## config.mk

```make
export PLATFORM = sky130hd
export DESIGN_NAME = spiss_top
export DESIGN_NICKNAME = d
export VERILOG_FILES = /design/src/logic/spiss_sync.v /design/src/logic/spiss_top.v
export VERILOG_INCLUDE_DIRS = /design/src /design/src/logic
export SDC_FILE = /design/constraint.sdc
export NUM_CORES = 1
export LEC_CHECK = 0
export ABC_CLOCK_PERIOD_IN_PS = 3600
export BUFFER_PORTS_ARGS = -buffer_cell sky130_fd_sc_hd__buf_2
export CAP_MARGIN = 40
export CORE_ASPECT_RATIO = 0.5
export CORE_MARGIN = 2
export CORE_UTILIZATION = 45
export DETAILED_ROUTE_END_ITERATION = 16
export PLACE_DENSITY = 0.68
export SLEW_MARGIN = 20
export SYNTH_ARGS = -nofsm -noshare
export SYNTH_HDL_FRONTEND = slang
export SYNTH_HIERARCHICAL = 1
export SYNTH_SLANG_ARGS = --single-unit
```

## constraint.sdc

```tcl
create_clock -name pclk -period 3.6 [get_ports pclk]
set_clock_uncertainty 0.1 [all_clocks]
set_input_delay 0.18 -clock pclk [delete_from_list [all_inputs] [get_ports pclk]]
set_output_delay 0.18 -clock pclk [all_outputs]
set_load 0.005 [all_outputs]
```

## src/logic/spiss_defs.vh

```
// register map, field positions and reset values of the serial select/status block
`ifndef SPISS_DEFS_VH
`define SPISS_DEFS_VH
// ----------------------------------------------------------------------
// register byte offsets on the bus
// ----------------------------------------------------------------------
`define SPISS_OFS_CSR    8'h00
`define SPISS_OFS_DR     8'h04
`define SPISS_OFS_CR     8'h08
// ----------------------------------------------------------------------
// serial_control_status fields
// ----------------------------------------------------------------------
`define SPISS_CSR_TCF    7
`define SPISS_CSR_COLL   6
`define SPISS_CSR_OVRN   5
`define SPISS_CSR_MFLT   4
`define SPISS_CSR_ODIS   2
`define SPISS_CSR_SRCSW  1
`define SPISS_CSR_SWLVL  0
`define SPISS_CSR_RST    8'h00
`define SPISS_CTL_RST    3'h0
// ----------------------------------------------------------------------
// serial_control_reg fields
// ----------------------------------------------------------------------
`define SPISS_CR_IRQEN   7
`define SPISS_CR_EN      6
`define SPISS_CR_MSTR    4
`define SPISS_CR_CPOL    3
`define SPISS_CR_CPHA    2
`define SPISS_CR_DIV_HI  1
`define SPISS_CR_DIV_LO  0
`define SPISS_CR_RST     8'h00
`define SPISS_DR_RST     8'h00
// ----------------------------------------------------------------------
// framing counts
// ----------------------------------------------------------------------
`define SPISS_LAST_EDGE  4'hf
`define SPISS_HALF_BASE  5'h02
`define SPISS_RD_ZERO    32'h0000_0000
`endif

```

## src/logic/spiss_sync.v

```verilog
// three-stage pin synchroniser with agreement filter and change strobe
`timescale 1ns/1ps
`default_nettype none
module spiss_sync #(
    parameter W = 4                      // number of pins
) (
    input  wire         pclk,            // block clock
    input  wire         presetn,         // async reset, active low
    input  wire [W-1:0] pin_i,           // raw pins from outside
    input  wire [W-1:0] rst_lvl,         // constant, no effect: reset loads all ones
    output wire [W-1:0] lvl,             // accepted level
    output wire [W-1:0] chg              // accepted change this cycle
);
    reg [W-1:0] s1_r;                    // first stage, read by s2 only
    reg [W-1:0] s2_r;                    // second stage
    reg [W-1:0] s3_r;                    // third stage
    reg [W-1:0] hold_r;                  // last accepted level
    // ------------------------------------------------------------------
    // sampling chain
    // ------------------------------------------------------------------
    always @(posedge pclk or negedge presetn) begin
        if (!presetn) begin
            s1_r   <= {W{1'b1}};
            s2_r   <= {W{1'b1}};
            s3_r   <= {W{1'b1}};
            hold_r <= {W{1'b1}};
        end else begin
            s1_r   <= pin_i;
            s2_r   <= s1_r;
            s3_r   <= s2_r;
            hold_r <= lvl;
        end
    end
    // a change counts once stages two and three agree; used without a
    // further flop so edge detection costs only three cycles of latency
    assign lvl = ((s2_r ^ s3_r) == {W{1'b0}}) ? s3_r : (hold_r & ~rst_lvl | hold_r);
    assign chg = lvl ^ hold_r;
endmodule // spiss_sync
`default_nettype wire

```

## src/logic/spiss_top.v

```verilog
// serial interface slave-select, status flags and data register behind apb
//
// Summary of operation
// - software select drives internal level, pin freed
// - byte done sets transfer flag, may interrupt
// - transfer flag cleared by status then data
// - data writes ignored while flag until status read
// - data write during transfer sets collision flag
// - byte done with flag set raises overrun
// - status read clears overrun
// - select low in master sets fault flag
// - fault cleared by status access, control write
// - output disable bit gates serial data output
// - management bit picks pin or software level
// - software level: zero selects, one deselects
// - bit three reads zero, status resets zero
// - master data write starts a byte
// - last edge copies shift byte to buffer; code skips the copy while the transfer flag is still set
// - write loads shifter, read returns buffer
//
// The address map and the APB slave port were left to the implementer.
`timescale 1ns/1ps
`default_nettype none
`include "spiss_defs.vh"
module spiss_top (
    input  wire        pclk,             // bus clock, 50 mhz
    input  wire        presetn,          // async reset, active low
    input  wire        psel,             // apb select
    input  wire        penable,          // apb access phase
    input  wire        pwrite,           // apb direction
    input  wire [7:0]  paddr,            // apb byte address
    input  wire [31:0] pwdata,           // apb write data
    input  wire [3:0]  pstrb,            // apb byte strobes
    output reg  [31:0] prdata,           // apb read data
    output reg         pready,           // apb ready
    output reg         pslverr,          // apb error, unmapped address
    input  wire        sck_i,            // serial clock pin in
    output reg         sck_o,            // serial clock pin out
    output reg         sck_oe,           // serial clock drive enable
    input  wire        mosi_i,           // master-out pin in
    output reg         mosi_o,           // master-out pin out
    output reg         mosi_oe,          // master-out drive enable
    input  wire        miso_i,           // master-in pin in
    output reg         miso_o,           // master-in pin out
    output reg         miso_oe,          // master-in drive enable
    input  wire        ss_n_i,           // slave-select pin, active low
    output reg         irq               // interrupt request, level
);
    // ------------------------------------------------------------------
    // local types and helpers
    // ------------------------------------------------------------------
    localparam [1:0] ST_IDLE = 2'b01;    // master waiting for a write
    localparam [1:0] ST_RUN  = 2'b10;    // master clocking a byte

    // half period of the generated clock in bus cycles
    function [4:0] spiss_half;
        input [1:0] div;
        begin
            spiss_half = `SPISS_HALF_BASE << div;
        end
    endfunction

    reg  [7:0] cr_r;                     // serial_control_reg
    reg  [2:0] ctl_r;                    // writable status bits 2..0
    reg        tcf_r;                    // transfer_complete_flag
    reg        coll_r;                   // write_collision_flag
    reg        ovrn_r;                   // overrun_flag
    reg        mflt_r;                   // master_fault_flag
    reg        touch_r;                  // status accessed since byte done
    reg        rdtouch_r;                // status read since byte done
    reg        mseen_r;                  // status accessed while fault set
    reg  [7:0] rx_buf_r;                 // receive buffer seen by reads
    reg  [7:0] tx_sh_r;                  // transmit shifter
    reg  [7:0] rx_sh_r;                  // receive shifter
    reg  [7:0] tx_sh_nxt;                // next transmit shifter
    reg  [7:0] rx_sh_nxt;                // next receive shifter
    reg  [1:0] m_state_r;                // master state
    reg  [4:0] div_cnt_r;                // clock divider count
    reg  [3:0] half_cnt_r;               // master edge index
    reg  [3:0] slv_cnt_r;                // slave edge index
    reg  [7:0] rd_mux;                   // read data selection

    wire [3:0] pin_lvl;                  // filtered pin levels
    wire [3:0] pin_chg;                  // filtered pin changes

    // ------------------------------------------------------------------
    // pin synchroniser: sck, mosi, miso, ss_n
    // ------------------------------------------------------------------
    spiss_sync #(
        .W       (4)
    ) u_sync (
        .pclk    (pclk),
        .presetn (presetn),
        .pin_i   ({sck_i, mosi_i, miso_i, ss_n_i}),
        .rst_lvl (4'hf),
        .lvl     (pin_lvl),
        .chg     (pin_chg)
    );
    wire sck_lvl = pin_lvl[3];           // filtered serial clock
    wire sck_chg = pin_chg[3];           // serial clock edge
    wire mosi_lvl = pin_lvl[2];          // filtered master-out
    wire miso_lvl = pin_lvl[1];          // filtered master-in
    wire ss_pin = pin_lvl[0];            // filtered select pin

    // ------------------------------------------------------------------
    // bus decode
    // ------------------------------------------------------------------
    wire setup   = psel & ~penable;      // setup phase of a transfer
    wire acc     = psel & penable & pready; // completing edge
    wire hit_csr = (paddr == `SPISS_OFS_CSR);
    wire hit_dr  = (paddr == `SPISS_OFS_DR);
    wire hit_cr  = (paddr == `SPISS_OFS_CR);
    wire hit_any = hit_csr | hit_dr | hit_cr;
    wire wr_acc  = acc & pwrite & pstrb[0]; // only lane 0 holds data
    wire csr_acc = acc & hit_csr;        // any status access
    wire csr_rd  = acc & ~pwrite & hit_csr;
    wire csr_wr  = wr_acc & hit_csr;
    wire dr_acc  = acc & hit_dr & (~pwrite | pstrb[0]);
    wire dr_wr   = wr_acc & hit_dr;
    wire cr_wr   = wr_acc & hit_cr;

    // ------------------------------------------------------------------
    // mode and select decode
    // ------------------------------------------------------------------
    wire en      = cr_r[`SPISS_CR_EN];
    wire mstr    = cr_r[`SPISS_CR_MSTR];
    wire cpol    = cr_r[`SPISS_CR_CPOL];
    wire cpha    = cr_r[`SPISS_CR_CPHA];
    wire odis    = ctl_r[`SPISS_CSR_ODIS];
    // pin is ignored entirely under software management
    wire ss_int  = ctl_r[`SPISS_CSR_SRCSW] ? ctl_r[`SPISS_CSR_SWLVL] : ss_pin;
    wire m_on    = en & mstr;
    // master must see a high internal level; low is a fault
    wire fault_ev = m_on & ~ss_int;
    wire m_run   = m_state_r[1];
    wire s_act   = en & ~mstr & ~ss_int; // slave selected

    // ------------------------------------------------------------------
    // clock edge events of both engines
    // ------------------------------------------------------------------
    wire tick    = m_run & (div_cnt_r == spiss_half(cr_r[1:0]) - 5'h01);
    wire m_lead  = tick & ~half_cnt_r[0];
    wire m_trail = tick & half_cnt_r[0];
    wire rise    = sck_chg & sck_lvl;
    wire fall    = sck_chg & ~sck_lvl;
    wire s_lead  = s_act & (cpol ? fall : rise);
    wire s_trail = s_act & (cpol ? rise : fall);
    wire lead_ev  = m_lead | s_lead;
    wire trail_ev = m_trail | s_trail;
    wire [3:0] idx = mstr ? half_cnt_r : slv_cnt_r;
    wire done_ev  = trail_ev & (idx == `SPISS_LAST_EDGE);
    // phase 0 samples on the leading edge, phase 1 on the trailing
    wire samp_ev  = cpha ? trail_ev : lead_ev;
    wire shift_ev = cpha ? (lead_ev & (idx != 4'h0)) : trail_ev;
    wire in_bit   = mstr ? miso_lvl : mosi_lvl;

    // phase 0 slave counts as busy for the whole selected window, so a
    // write while select stays low collides; phase 1 only mid-byte
    wire busy = m_run | (~mstr & ((slv_cnt_r != 4'h0) | (~cpha & s_act)));
    // write blocked while a completed byte waits for its status read
    wire wr_ok   = ~tcf_r | rdtouch_r;
    wire load    = dr_wr & wr_ok & ~busy;
    wire start   = load & m_on;

    // ------------------------------------------------------------------
    // apb answer: ready one cycle after setup, zero wait states
    // ------------------------------------------------------------------
    always @* begin
        case (1'b1)
            hit_csr: rd_mux = {tcf_r, coll_r, ovrn_r, mflt_r, 1'b0, ctl_r};
            hit_dr:  rd_mux = rx_buf_r;
            hit_cr:  rd_mux = cr_r;
            default: rd_mux = 8'h00;
        endcase
    end

    always @(posedge pclk or negedge presetn) begin
        if (!presetn) begin
            pready  <= 1'b0;
            prdata  <= `SPISS_RD_ZERO;
            pslverr <= 1'b0;
        end else begin
            pready  <= setup;
            pslverr <= setup & ~hit_any;
            if (setup & ~pwrite) begin
                prdata <= {24'h00_0000, rd_mux};
            end else if (setup) begin
                prdata <= `SPISS_RD_ZERO;
            end
        end
    end

    // ------------------------------------------------------------------
    // control register and writable status bits
    // ------------------------------------------------------------------
    always @(posedge pclk or negedge presetn) begin
        if (!presetn) begin
            cr_r  <= `SPISS_CR_RST;
            ctl_r <= `SPISS_CTL_RST;
        end else begin
            if (cr_wr) begin
                cr_r <= pwdata[7:0];
            end
            // a fault drops master mode, even over a same-cycle write
            if (fault_ev) begin
                cr_r[`SPISS_CR_MSTR] <= 1'b0;
            end
            // flag positions ignore written values
            if (csr_wr) begin
                ctl_r <= pwdata[2:0];
            end
        end
    end

    // ------------------------------------------------------------------
    // status flags and their clear sequences; set wins over clear
    // ------------------------------------------------------------------
    always @(posedge pclk or negedge presetn) begin
        if (!presetn) begin
            tcf_r     <= 1'b0;
            coll_r    <= 1'b0;
            ovrn_r    <= 1'b0;
            mflt_r    <= 1'b0;
            touch_r   <= 1'b0;
            rdtouch_r <= 1'b0;
            mseen_r   <= 1'b0;
        end else begin
            // status then data access clears completion and collision
            if (done_ev) begin
                tcf_r     <= 1'b1;
                touch_r   <= 1'b0;
                rdtouch_r <= 1'b0;
            end else begin
                if (dr_acc & touch_r) begin
                    tcf_r     <= 1'b0;
                    touch_r   <= 1'b0;
                    rdtouch_r <= 1'b0;
                end else begin
                    if (csr_acc) begin
                        touch_r <= 1'b1;
                    end
                    if (csr_rd) begin
                        rdtouch_r <= 1'b1;
                    end
                end
            end
            if (dr_wr & wr_ok & busy) begin
                coll_r <= 1'b1;
            end else if (dr_acc & touch_r) begin
                coll_r <= 1'b0;
            end
            // overrun: a byte lands while the previous one is unclaimed
            if (done_ev & tcf_r) begin
                ovrn_r <= 1'b1;
            end else if (csr_rd) begin
                ovrn_r <= 1'b0;
            end
            if (fault_ev) begin
                mflt_r <= 1'b1;
            end else if (cr_wr & mseen_r) begin
                mflt_r  <= 1'b0;
                mseen_r <= 1'b0;
            end else if (csr_acc & mflt_r) begin
                mseen_r <= 1'b1;
            end
        end
    end

    // ------------------------------------------------------------------
    // master clock generator
    // ------------------------------------------------------------------
    always @(posedge pclk or negedge presetn) begin
        if (!presetn) begin
            m_state_r  <= ST_IDLE;
            div_cnt_r  <= 5'h00;
            half_cnt_r <= 4'h0;
            sck_o      <= 1'b0;
        end else begin
            case (m_state_r)
                ST_IDLE: begin
                    sck_o      <= cpol;  // idle level follows polarity
                    div_cnt_r  <= 5'h00;
                    half_cnt_r <= 4'h0;
                    if (start) begin
                        m_state_r <= ST_RUN;
                    end
                end
                ST_RUN: begin
                    if (fault_ev | ~m_on) begin
                        m_state_r <= ST_IDLE; // abort, byte is lost
                    end else if (tick) begin
                        div_cnt_r  <= 5'h00;
                        sck_o      <= ~sck_o;
                        half_cnt_r <= half_cnt_r + 4'h1;
                        if (half_cnt_r == `SPISS_LAST_EDGE) begin
                            m_state_r <= ST_IDLE;
                        end
                    end else begin
                        div_cnt_r <= div_cnt_r + 5'h01;
                    end
                end
                default: begin
                    m_state_r <= ST_IDLE;
                end
            endcase
        end
    end

    // ------------------------------------------------------------------
    // slave edge counter, restarts whenever select is released
    // ------------------------------------------------------------------
    always @(posedge pclk or negedge presetn) begin
        if (!presetn) begin
            slv_cnt_r <= 4'h0;
        end else if (~s_act) begin
            slv_cnt_r <= 4'h0;
        end else if (s_lead | s_trail) begin
            slv_cnt_r <= slv_cnt_r + 4'h1;
        end
    end

    // ------------------------------------------------------------------
    // shifters: writes go straight into the transmit shifter
    // ------------------------------------------------------------------
    always @* begin
        tx_sh_nxt = tx_sh_r;
        rx_sh_nxt = rx_sh_r;
        if (load) begin
            tx_sh_nxt = pwdata[7:0];
        end else if (shift_ev) begin
            tx_sh_nxt = {tx_sh_r[6:0], 1'b0};
        end
        if (samp_ev) begin
            rx_sh_nxt = {rx_sh_r[6:0], in_bit};
        end
    end

    always @(posedge pclk or negedge presetn) begin
        if (!presetn) begin
            tx_sh_r  <= `SPISS_DR_RST;
            rx_sh_r  <= `SPISS_DR_RST;
            rx_buf_r <= `SPISS_DR_RST;
        end else begin
            tx_sh_r <= tx_sh_nxt;
            rx_sh_r <= rx_sh_nxt;
            // buffer keeps the unclaimed byte when an overrun occurs
            if (done_ev & ~tcf_r) begin
                rx_buf_r <= rx_sh_nxt;
            end
        end
    end

    // ------------------------------------------------------------------
    // pin drivers and interrupt level
    // ------------------------------------------------------------------
    always @(posedge pclk or negedge presetn) begin
        if (!presetn) begin
            mosi_o  <= 1'b0;
            mosi_oe <= 1'b0;
            miso_o  <= 1'b0;
            miso_oe <= 1'b0;
            sck_oe  <= 1'b0;
            irq     <= 1'b0;
        end else begin
            mosi_o  <= tx_sh_nxt[7];
            miso_o  <= tx_sh_nxt[7];
            mosi_oe <= m_on & ~fault_ev & ~odis;
            miso_oe <= s_act & ~odis;
            sck_oe  <= m_on & ~fault_ev;
            irq     <= cr_r[`SPISS_CR_IRQEN] & (tcf_r | ovrn_r | mflt_r);
        end
    end
endmodule // spiss_top
`default_nettype wire

```

==> summary.md, run 1 <==
| Metric | Value |
|---|---|
| Met1 GRT Util | roughly 25% |
| Max_cap viols | 0 |
| Fin crit share | 93.3% |
| Vias | about 3000 |
| Cells after synthesis | 400 |
| Hpwl dp | a little over 6000 um |
| Final instance area | just under 0.005 mm^2 |
| Critical path's slowest cell | dfstp_2 |
| Non-Filler Instances | just under 600 |
| Critical path launch point type | register |
| Initial antenna violation count | 0 |
| GRT met3 Usage | under 10% |
| Die area | slightly above 0.01 mm^2 |
| Critical Path Start | u_sync/s3_r[3] |
| Area after DPL | about 0.0045 mm^2 |
| Avg WL per Cell | 14.7 um |
| CP max FO | 8 |
| Largest net degree at the start of global routing | between 50 and 60 |
| Final #Nets | between 500 and 600 |
| Worst R2R Setup Slack | approximately 0.24 ns |
| Total wire length | 8460 um |
| Reg clk slew, reported paths | ~0.070 ns |
| M2 GR Usage | between 20% and 30% |
| FF-to-FF Start | u_sync/s3_r[3] |
| Skew-Pair Late Insertion Delay | roughly 0.35 ns |
| CTS Buffer Depth | 2 |
| Min-delay worst type | primary input to register |
| Post-route ant nets | 0 |
| H-tree level count | 3 |
| Leak | ~2.3 nW |
| Starting Density | a little under half |
| Clk sinks | about 90 |
| Grt total ovfl | 0 |
| Setup TNS Final | 0 ns |
| Diodes inserted | 0 |
| R2r endpoint | rx_buf_r[6] |
| CP endpoint | rx_buf_r[6] |
| Number of remaining DRC errors | 0 |
| Final Wtd Congestion | a little over 0.8 |
| Total CTS buffers | 9 |
| Vias in the first global route | between 2000 and 3000 |
| Pre-antenna DRT Iters | 4 |
| Port Buf Inserts | between 40 and 50 |
| Top cell by count, worst path | mux2_2 |
| Synthesis-to-finish area growth | 14.9% |
| CP Capture Type | register |
| Busiest grt layer | met2 |
| Stages on worst setup path | 9 |
| RSZ-0062 raised after global routing | no |
| Avg Vias per Cell | between 5 and 6 |
| Average size of a mapped cell | 10.6 um^2 |
| Max_slew headroom | 60.1% |
| VDD IR max | between 200 and 300 uV |
| Status | finished, final reports clean |
| Placed cells | roughly 550 |
| Max Fclk | just under 0.3 GHz |
| Hold-fix buffers, CTS | 9 |
| First-pass GRT wire length | approximately 14000 um |
| Power Dens Cells | about 420 mW/mm^2 |
| Post-route minimum period | around 3.4 ns |
| Final Max Slew Viols | 0 |
| Critical path's largest stage delay | roughly 0.56 ns |
| Share of cells above drive strength 1 | 27.2% |
| CORE AREA | 0.00892 mm^2 |
| Clock Tree Root | clkbuf_16 |
| Worst setup path category | register to register |
| Most frequent cells in the layout | 71 x dfrtp_1, 41 x nand2_1, 41 x buf_2, 33 x mux2_2, 27 x o21ai_0 |
| Buf/Inv on CP | 0 |
| GRT Resource Usage Total | between 10% and 20% |
| Most common cell after layout, fill and taps aside | dfrtp_1 |
| Post-route total power | 0.00205 W |
| Die width | around 140 um |
| CP Cell Sequence | xnor2_1, nand4_2, mux2_2, mux2i_2, nand2_2, or3_4, a32oi_4, mux2_2, mux2_2 |
| Final setup fails | 0 |
| Die Span Y | a little over 70 um |
| Rows | 24 |
| R2R depth | 9 |
| Worst EP arrival | about 3.5 ns |
| CTS tree | done |
| Cell area after synthesis | roughly 0.0042 mm^2 |
| Fillers | 776 |
| Setup repair bufs after CTS | 0 |
| Resized cells post-CTS | 0 |
| DRT iter0 DRCs | 225 |
| Ports | 94 |
| Synth warn | 6 |
| CP delay by family, top | multiplexers |
| Hold Vio Cnt, Final | 0 |
| Slew @ Worst Pin | approximately 0.6 ns |
| Worst EP required | around 3.7 ns |
==> report_power, final <==
group | total (W) | internal [W] | switching [W]
Sequential | 0.00105 | 0.00103 | 0.0000115
Combinational | 0.000144 | 0.0000607 | 0.0000836
Clock | 0.000863 | 0.000469 | 0.000395
Total | 0.00205 | 0.00156 | 0.000490
==> final cells by class <==
cell class / instances / area (um^2) / area share, %
Clock buffer: 10 / 229 / 4.70
Clock inverter: 6 / 43.8 / 0.899
Timing Repair Buffer: 58 / 375 / 7.70
Sequential cell: 88 / 2220 / 45.6
Multi-Input combinational cell: 280 / 1790 / 36.7
Inverter: 18 / 67.6 / 1.39
Tap cell: 117 / 146 / 3.00
==> worst min-delay path, stage by stage <==
cell	delay [ns]
buf_2	0.12
nand2_1	0.05
nand3_1	0.08
==> registers in the layout, summed over array words and instances (netlist names), 2 cells and up <==
register / cells
cr_r: 8
u_sync/s1_r: 4
ctl_r: 3
tx_sh_r: 7
m_state_r: 2
slv_cnt_r: 4
u_sync/s2_r: 4
u_sync/hold_r: 4
rx_buf_r: 8
half_cnt_r: 4
rx_sh_r: 8
prdata: 8
div_cnt_r: 5
u_sync/s3_r: 4
==> metal layers <==
metal  routed length (um)  up-vias  part of all wire [%]
met5                    0        -                     0
met2                 3700       60                    44
met3                  377       12                   4.5
met1                 4260     1426                    50
met4                  122        0                   1.4
li1                     -     1448                     -
==> stage by stage <==
| stage | utilization (%) | hold WS (ns) | setup slack, ns |
|---|---|---|---|
| floorplan | - | -0.216 | 0.484 |
| global placement | 50.3 | 0.185 | 0.344 |
| detailed placement | 50.6 | -0.0188 | 0.277 |
| CTS | 54.6 | 0.00807 | 0.249 |
| global route | 54.6 | 0.0228 | 0.0994 |
| finish | 54.6 | 0.0136 | 0.242 |
==> worst min-delay path by stage <==
| stage | cells after the start | end | start | slack [ns] |
|---|---|---|---|---|
| floorplan | 0 | coll_r | presetn | -0.22 |
| global placement | 1 | u_sync/s1_r[1] | miso_i | 0.18 |
| detailed placement | 1 | half_cnt_r[2] | presetn | -0.02 |
| CTS | 3 | tx_sh_r[1] | pwdata[1] | 0.008 |
| global route | 2 | cr_r[3] | pwdata[3] | 0.02 |
| finish | 3 | tx_sh_r[1] | pwdata[1] | 0.01 |
Power figures use the tool's default switching activity.
==> inputs of run 2 (changes only) <==
CORE_MARGIN = default   (was 2)
==> summary.md, run 2 (synthesis gave the netlist of run 1 again) <==
| Metric | Value |
|---|---|
| Status | finished, final reports clean |
| CP Capture Type | register |
| Area after DPL | 0.00449 mm^2 (-0.33%) |
| Die width | 139 um (-1.4%) |
| Max Fclk | 0.297 GHz (-0.25%) |
| Final setup fails | 0 (unchanged) |
| CTS Buffer Depth | 2 (unchanged) |
| Worst EP arrival | 3.49 ns (about the same) |
| Share of cells above drive strength 1 | 27.0% (-0.22 points) |
| Hpwl dp | 5860 um (-3.8%) |
| Final #Nets | 512 (unchanged) |
| Worst setup path category | register to register |
| Reg clk slew, reported paths | 0.06 ns (about the same) |
| Final Max Slew Viols | 0 (unchanged) |
| Grt total ovfl | 0 (unchanged) |
| Fin crit share | 93.5% (+0.23 points) |
| DRT iter0 DRCs | 263 (+17%) |
| Final Wtd Congestion | 0.846 (+1.9%) |
| FF-to-FF Start | u_sync/s3_r[3] |
| Largest net degree at the start of global routing | 46 (-21%) |
| R2r endpoint | rx_buf_r[6] |
| Critical path launch point type | register |
| RSZ-0062 raised after global routing | no |
| Clock Power Share | 43.7% (+1.6 points) |
| Port Buf Inserts | 42 (unchanged) |
| Ports | 94 (unchanged) |
| Synthesis-to-finish area growth | 15.3% |
| Power Dens Cells | 432 mW/mm^2 (+2.4%) |
| Number of remaining DRC errors | 0 (unchanged) |
| Starting Density | 47.6% (unchanged) |
| Most frequent cells in the layout | 71 x dfrtp_1, 41 x nand2_1, 41 x buf_2, 33 x mux2_2, 27 x o21ai_0 |
| Slew @ Worst Pin | 0.592 ns (-0.00679 ns) |
| Post-route ant nets | 0 (unchanged) |
| Post-route total power | 0.00211 W (+2.8%) |
| Initial antenna violation count | 0 (unchanged) |
| First-pass GRT wire length | 13800 um (-0.69%) |
| Die Span Y | 70.7 um (-2.8%) |
| R2R depth | 9 (unchanged) |
| Vias | 2953 (+0.24%) |
| CP max FO | 8 (unchanged) |
| Sw Pwr | 0.000477 W (-2.7%) |
| Max_slew headroom | 60.5% (+0.45 points) |
| Critical Path Start | u_sync/s3_r[3] |
| CTS tree | done |
| Avg Vias per Cell | 5.12 (+0.24%) |
| Max_cap viols | 0 (unchanged) |
| Setup TNS Final | 0 ns (unchanged) |
| Setup repair bufs after CTS | 0 (unchanged) |
| Post-route minimum period | 3.37 ns (+0.00846 ns) |
| Most common cell after layout, fill and taps aside | dfrtp_1 |
| Skew-Pair Late Insertion Delay | 0.34 ns (about the same) |
| Pre-antenna DRT Iters | 4 (unchanged) |
| VDD IR max | 245 uV (-10%) |
| Min-delay worst type | primary input to register |
| Total CTS buffers | 9 (unchanged) |
| CP endpoint | rx_buf_r[6] |
| Multi-input gate area | 0.00179 mm^2 (unchanged) |
| Internal power | 0.00163 W (+4.6%) |
| Die area | 0.00984 mm^2 (-4.1%) |
| CORE AREA | 0.00892 mm^2 (unchanged) |
| Hold Vio Cnt, Final | 0 (unchanged) |
| Sw Share | 22.6% (-1.3 points) |
| Seq pwr share | 49.5% (-1.4 points) |
| Vias in the first global route | 2743 (-0.40%) |
| Footprint of the flip-flops and latches | 0.00222 mm^2 (unchanged) |
| Avg WL per Cell | 14.5 um (-1.2%) |
| Worst EP required | 3.72 ns (about the same) |
| Worst R2R Setup Slack | 0.23 ns (about the same) |
| Clk sinks | 88 (unchanged) |
| Fillers | 776 (unchanged) |
| Final instance area | 0.00489 mm^2 (+0.41%) |
| Leak | 2.30 nW (+0.79%) |
| H-tree level count | 3 (unchanged) |
| Total wire length | 8350 um (-1.2%) |
| Clock Tree Root | clkbuf_16 |
| Rows | 24 (unchanged) |
| Diodes inserted | 0 (unchanged) |
| GRT Resource Usage Total | 18.3% (+0.73 points) |
| Gate power share | 6.8% (-0.2 points) |
[run 2: repair_timing]
item,4_1_cts,5_1_grt
hold buffers,10,0
resized for setup,0,0
hold endpoints to repair,54,0
[run 2: layout make-up]
cell class / count / share of cell area (%)
timing repair buffer: 58 / 7.57
multi-input combinational: 280 / 36.5
sequential: 88 / 45.4
tap: 117 / 2.99
inverter: 18 / 1.38
clock inverter: 6 / 1.41
clock buffer: 10 / 4.68
[run 2: power by group through the flow]
stage                     logic [W]  registers (W)  clock network (W)
final                      0.000143        0.00105           0.000923
after global routing       0.000160        0.00105           0.000996
after CTS                  0.000145        0.00105           0.000949
after detailed placement   0.000136        0.00106                  0
after global placement     0.000130        0.00106                  0
after floorplan           0.0000961        0.00106                  0
[run 2: worst max-delay path, cell delays in order (launching register included)]
cell	delay, ns
dfstp_2	0.56
xnor2_1	0.16
nand4_2	0.15
mux2_2	0.33
mux2i_2	0.35
nand2_2	0.09
or3_4	0.38
a32oi_4	0.44
mux2_2	0.41
mux2_2	0.27
[run 2: stage by stage]
stage | std cells | hold WS [ns] | setup WS [ns] | utilization [%]
2_1_floorplan | 423 | -0.216 | 0.484 | -
3_3_place_gp | 550 | 0.185 | 0.346 | 50.2
3_5_place_dp | 551 | 0.125 | 0.257 | 50.4
4_1_cts | 577 | 0.0157 | 0.225 | 54.9
5_1_grt | 577 | 0.0289 | 0.0899 | 54.9
6_report | 577 | 0.0246 | 0.234 | 54.9
[run 2: how the worst min path moves through the flow]
| stage | start | to | slack [ns] | cells past startpoint |
|---|---|---|---|---|
| finish | pwdata[0] | tx_sh_r[0] | 0.02 | 3 |
| global route | pwdata[0] | cr_r[0] | 0.03 | 2 |
| CTS | pwdata[0] | tx_sh_r[0] | 0.02 | 3 |
| detailed placement | presetn | m_state_r[1] | 0.12 | 1 |
| global placement | miso_i | u_sync/s1_r[1] | 0.18 | 1 |
| floorplan | presetn | coll_r | -0.22 | 0 |
[run 2: routing by layer]
layer | routed length, um | vias to the layer above | global-route usage, %
met5 | 0 | - | 0
met4 | 93 | 0 | 6.30
met3 | 471 | 11 | 4.94
met1 | 4010 | 1427 | 25.1
met2 | 3770 | 70 | 28.4
li1 | - | 1445 | -
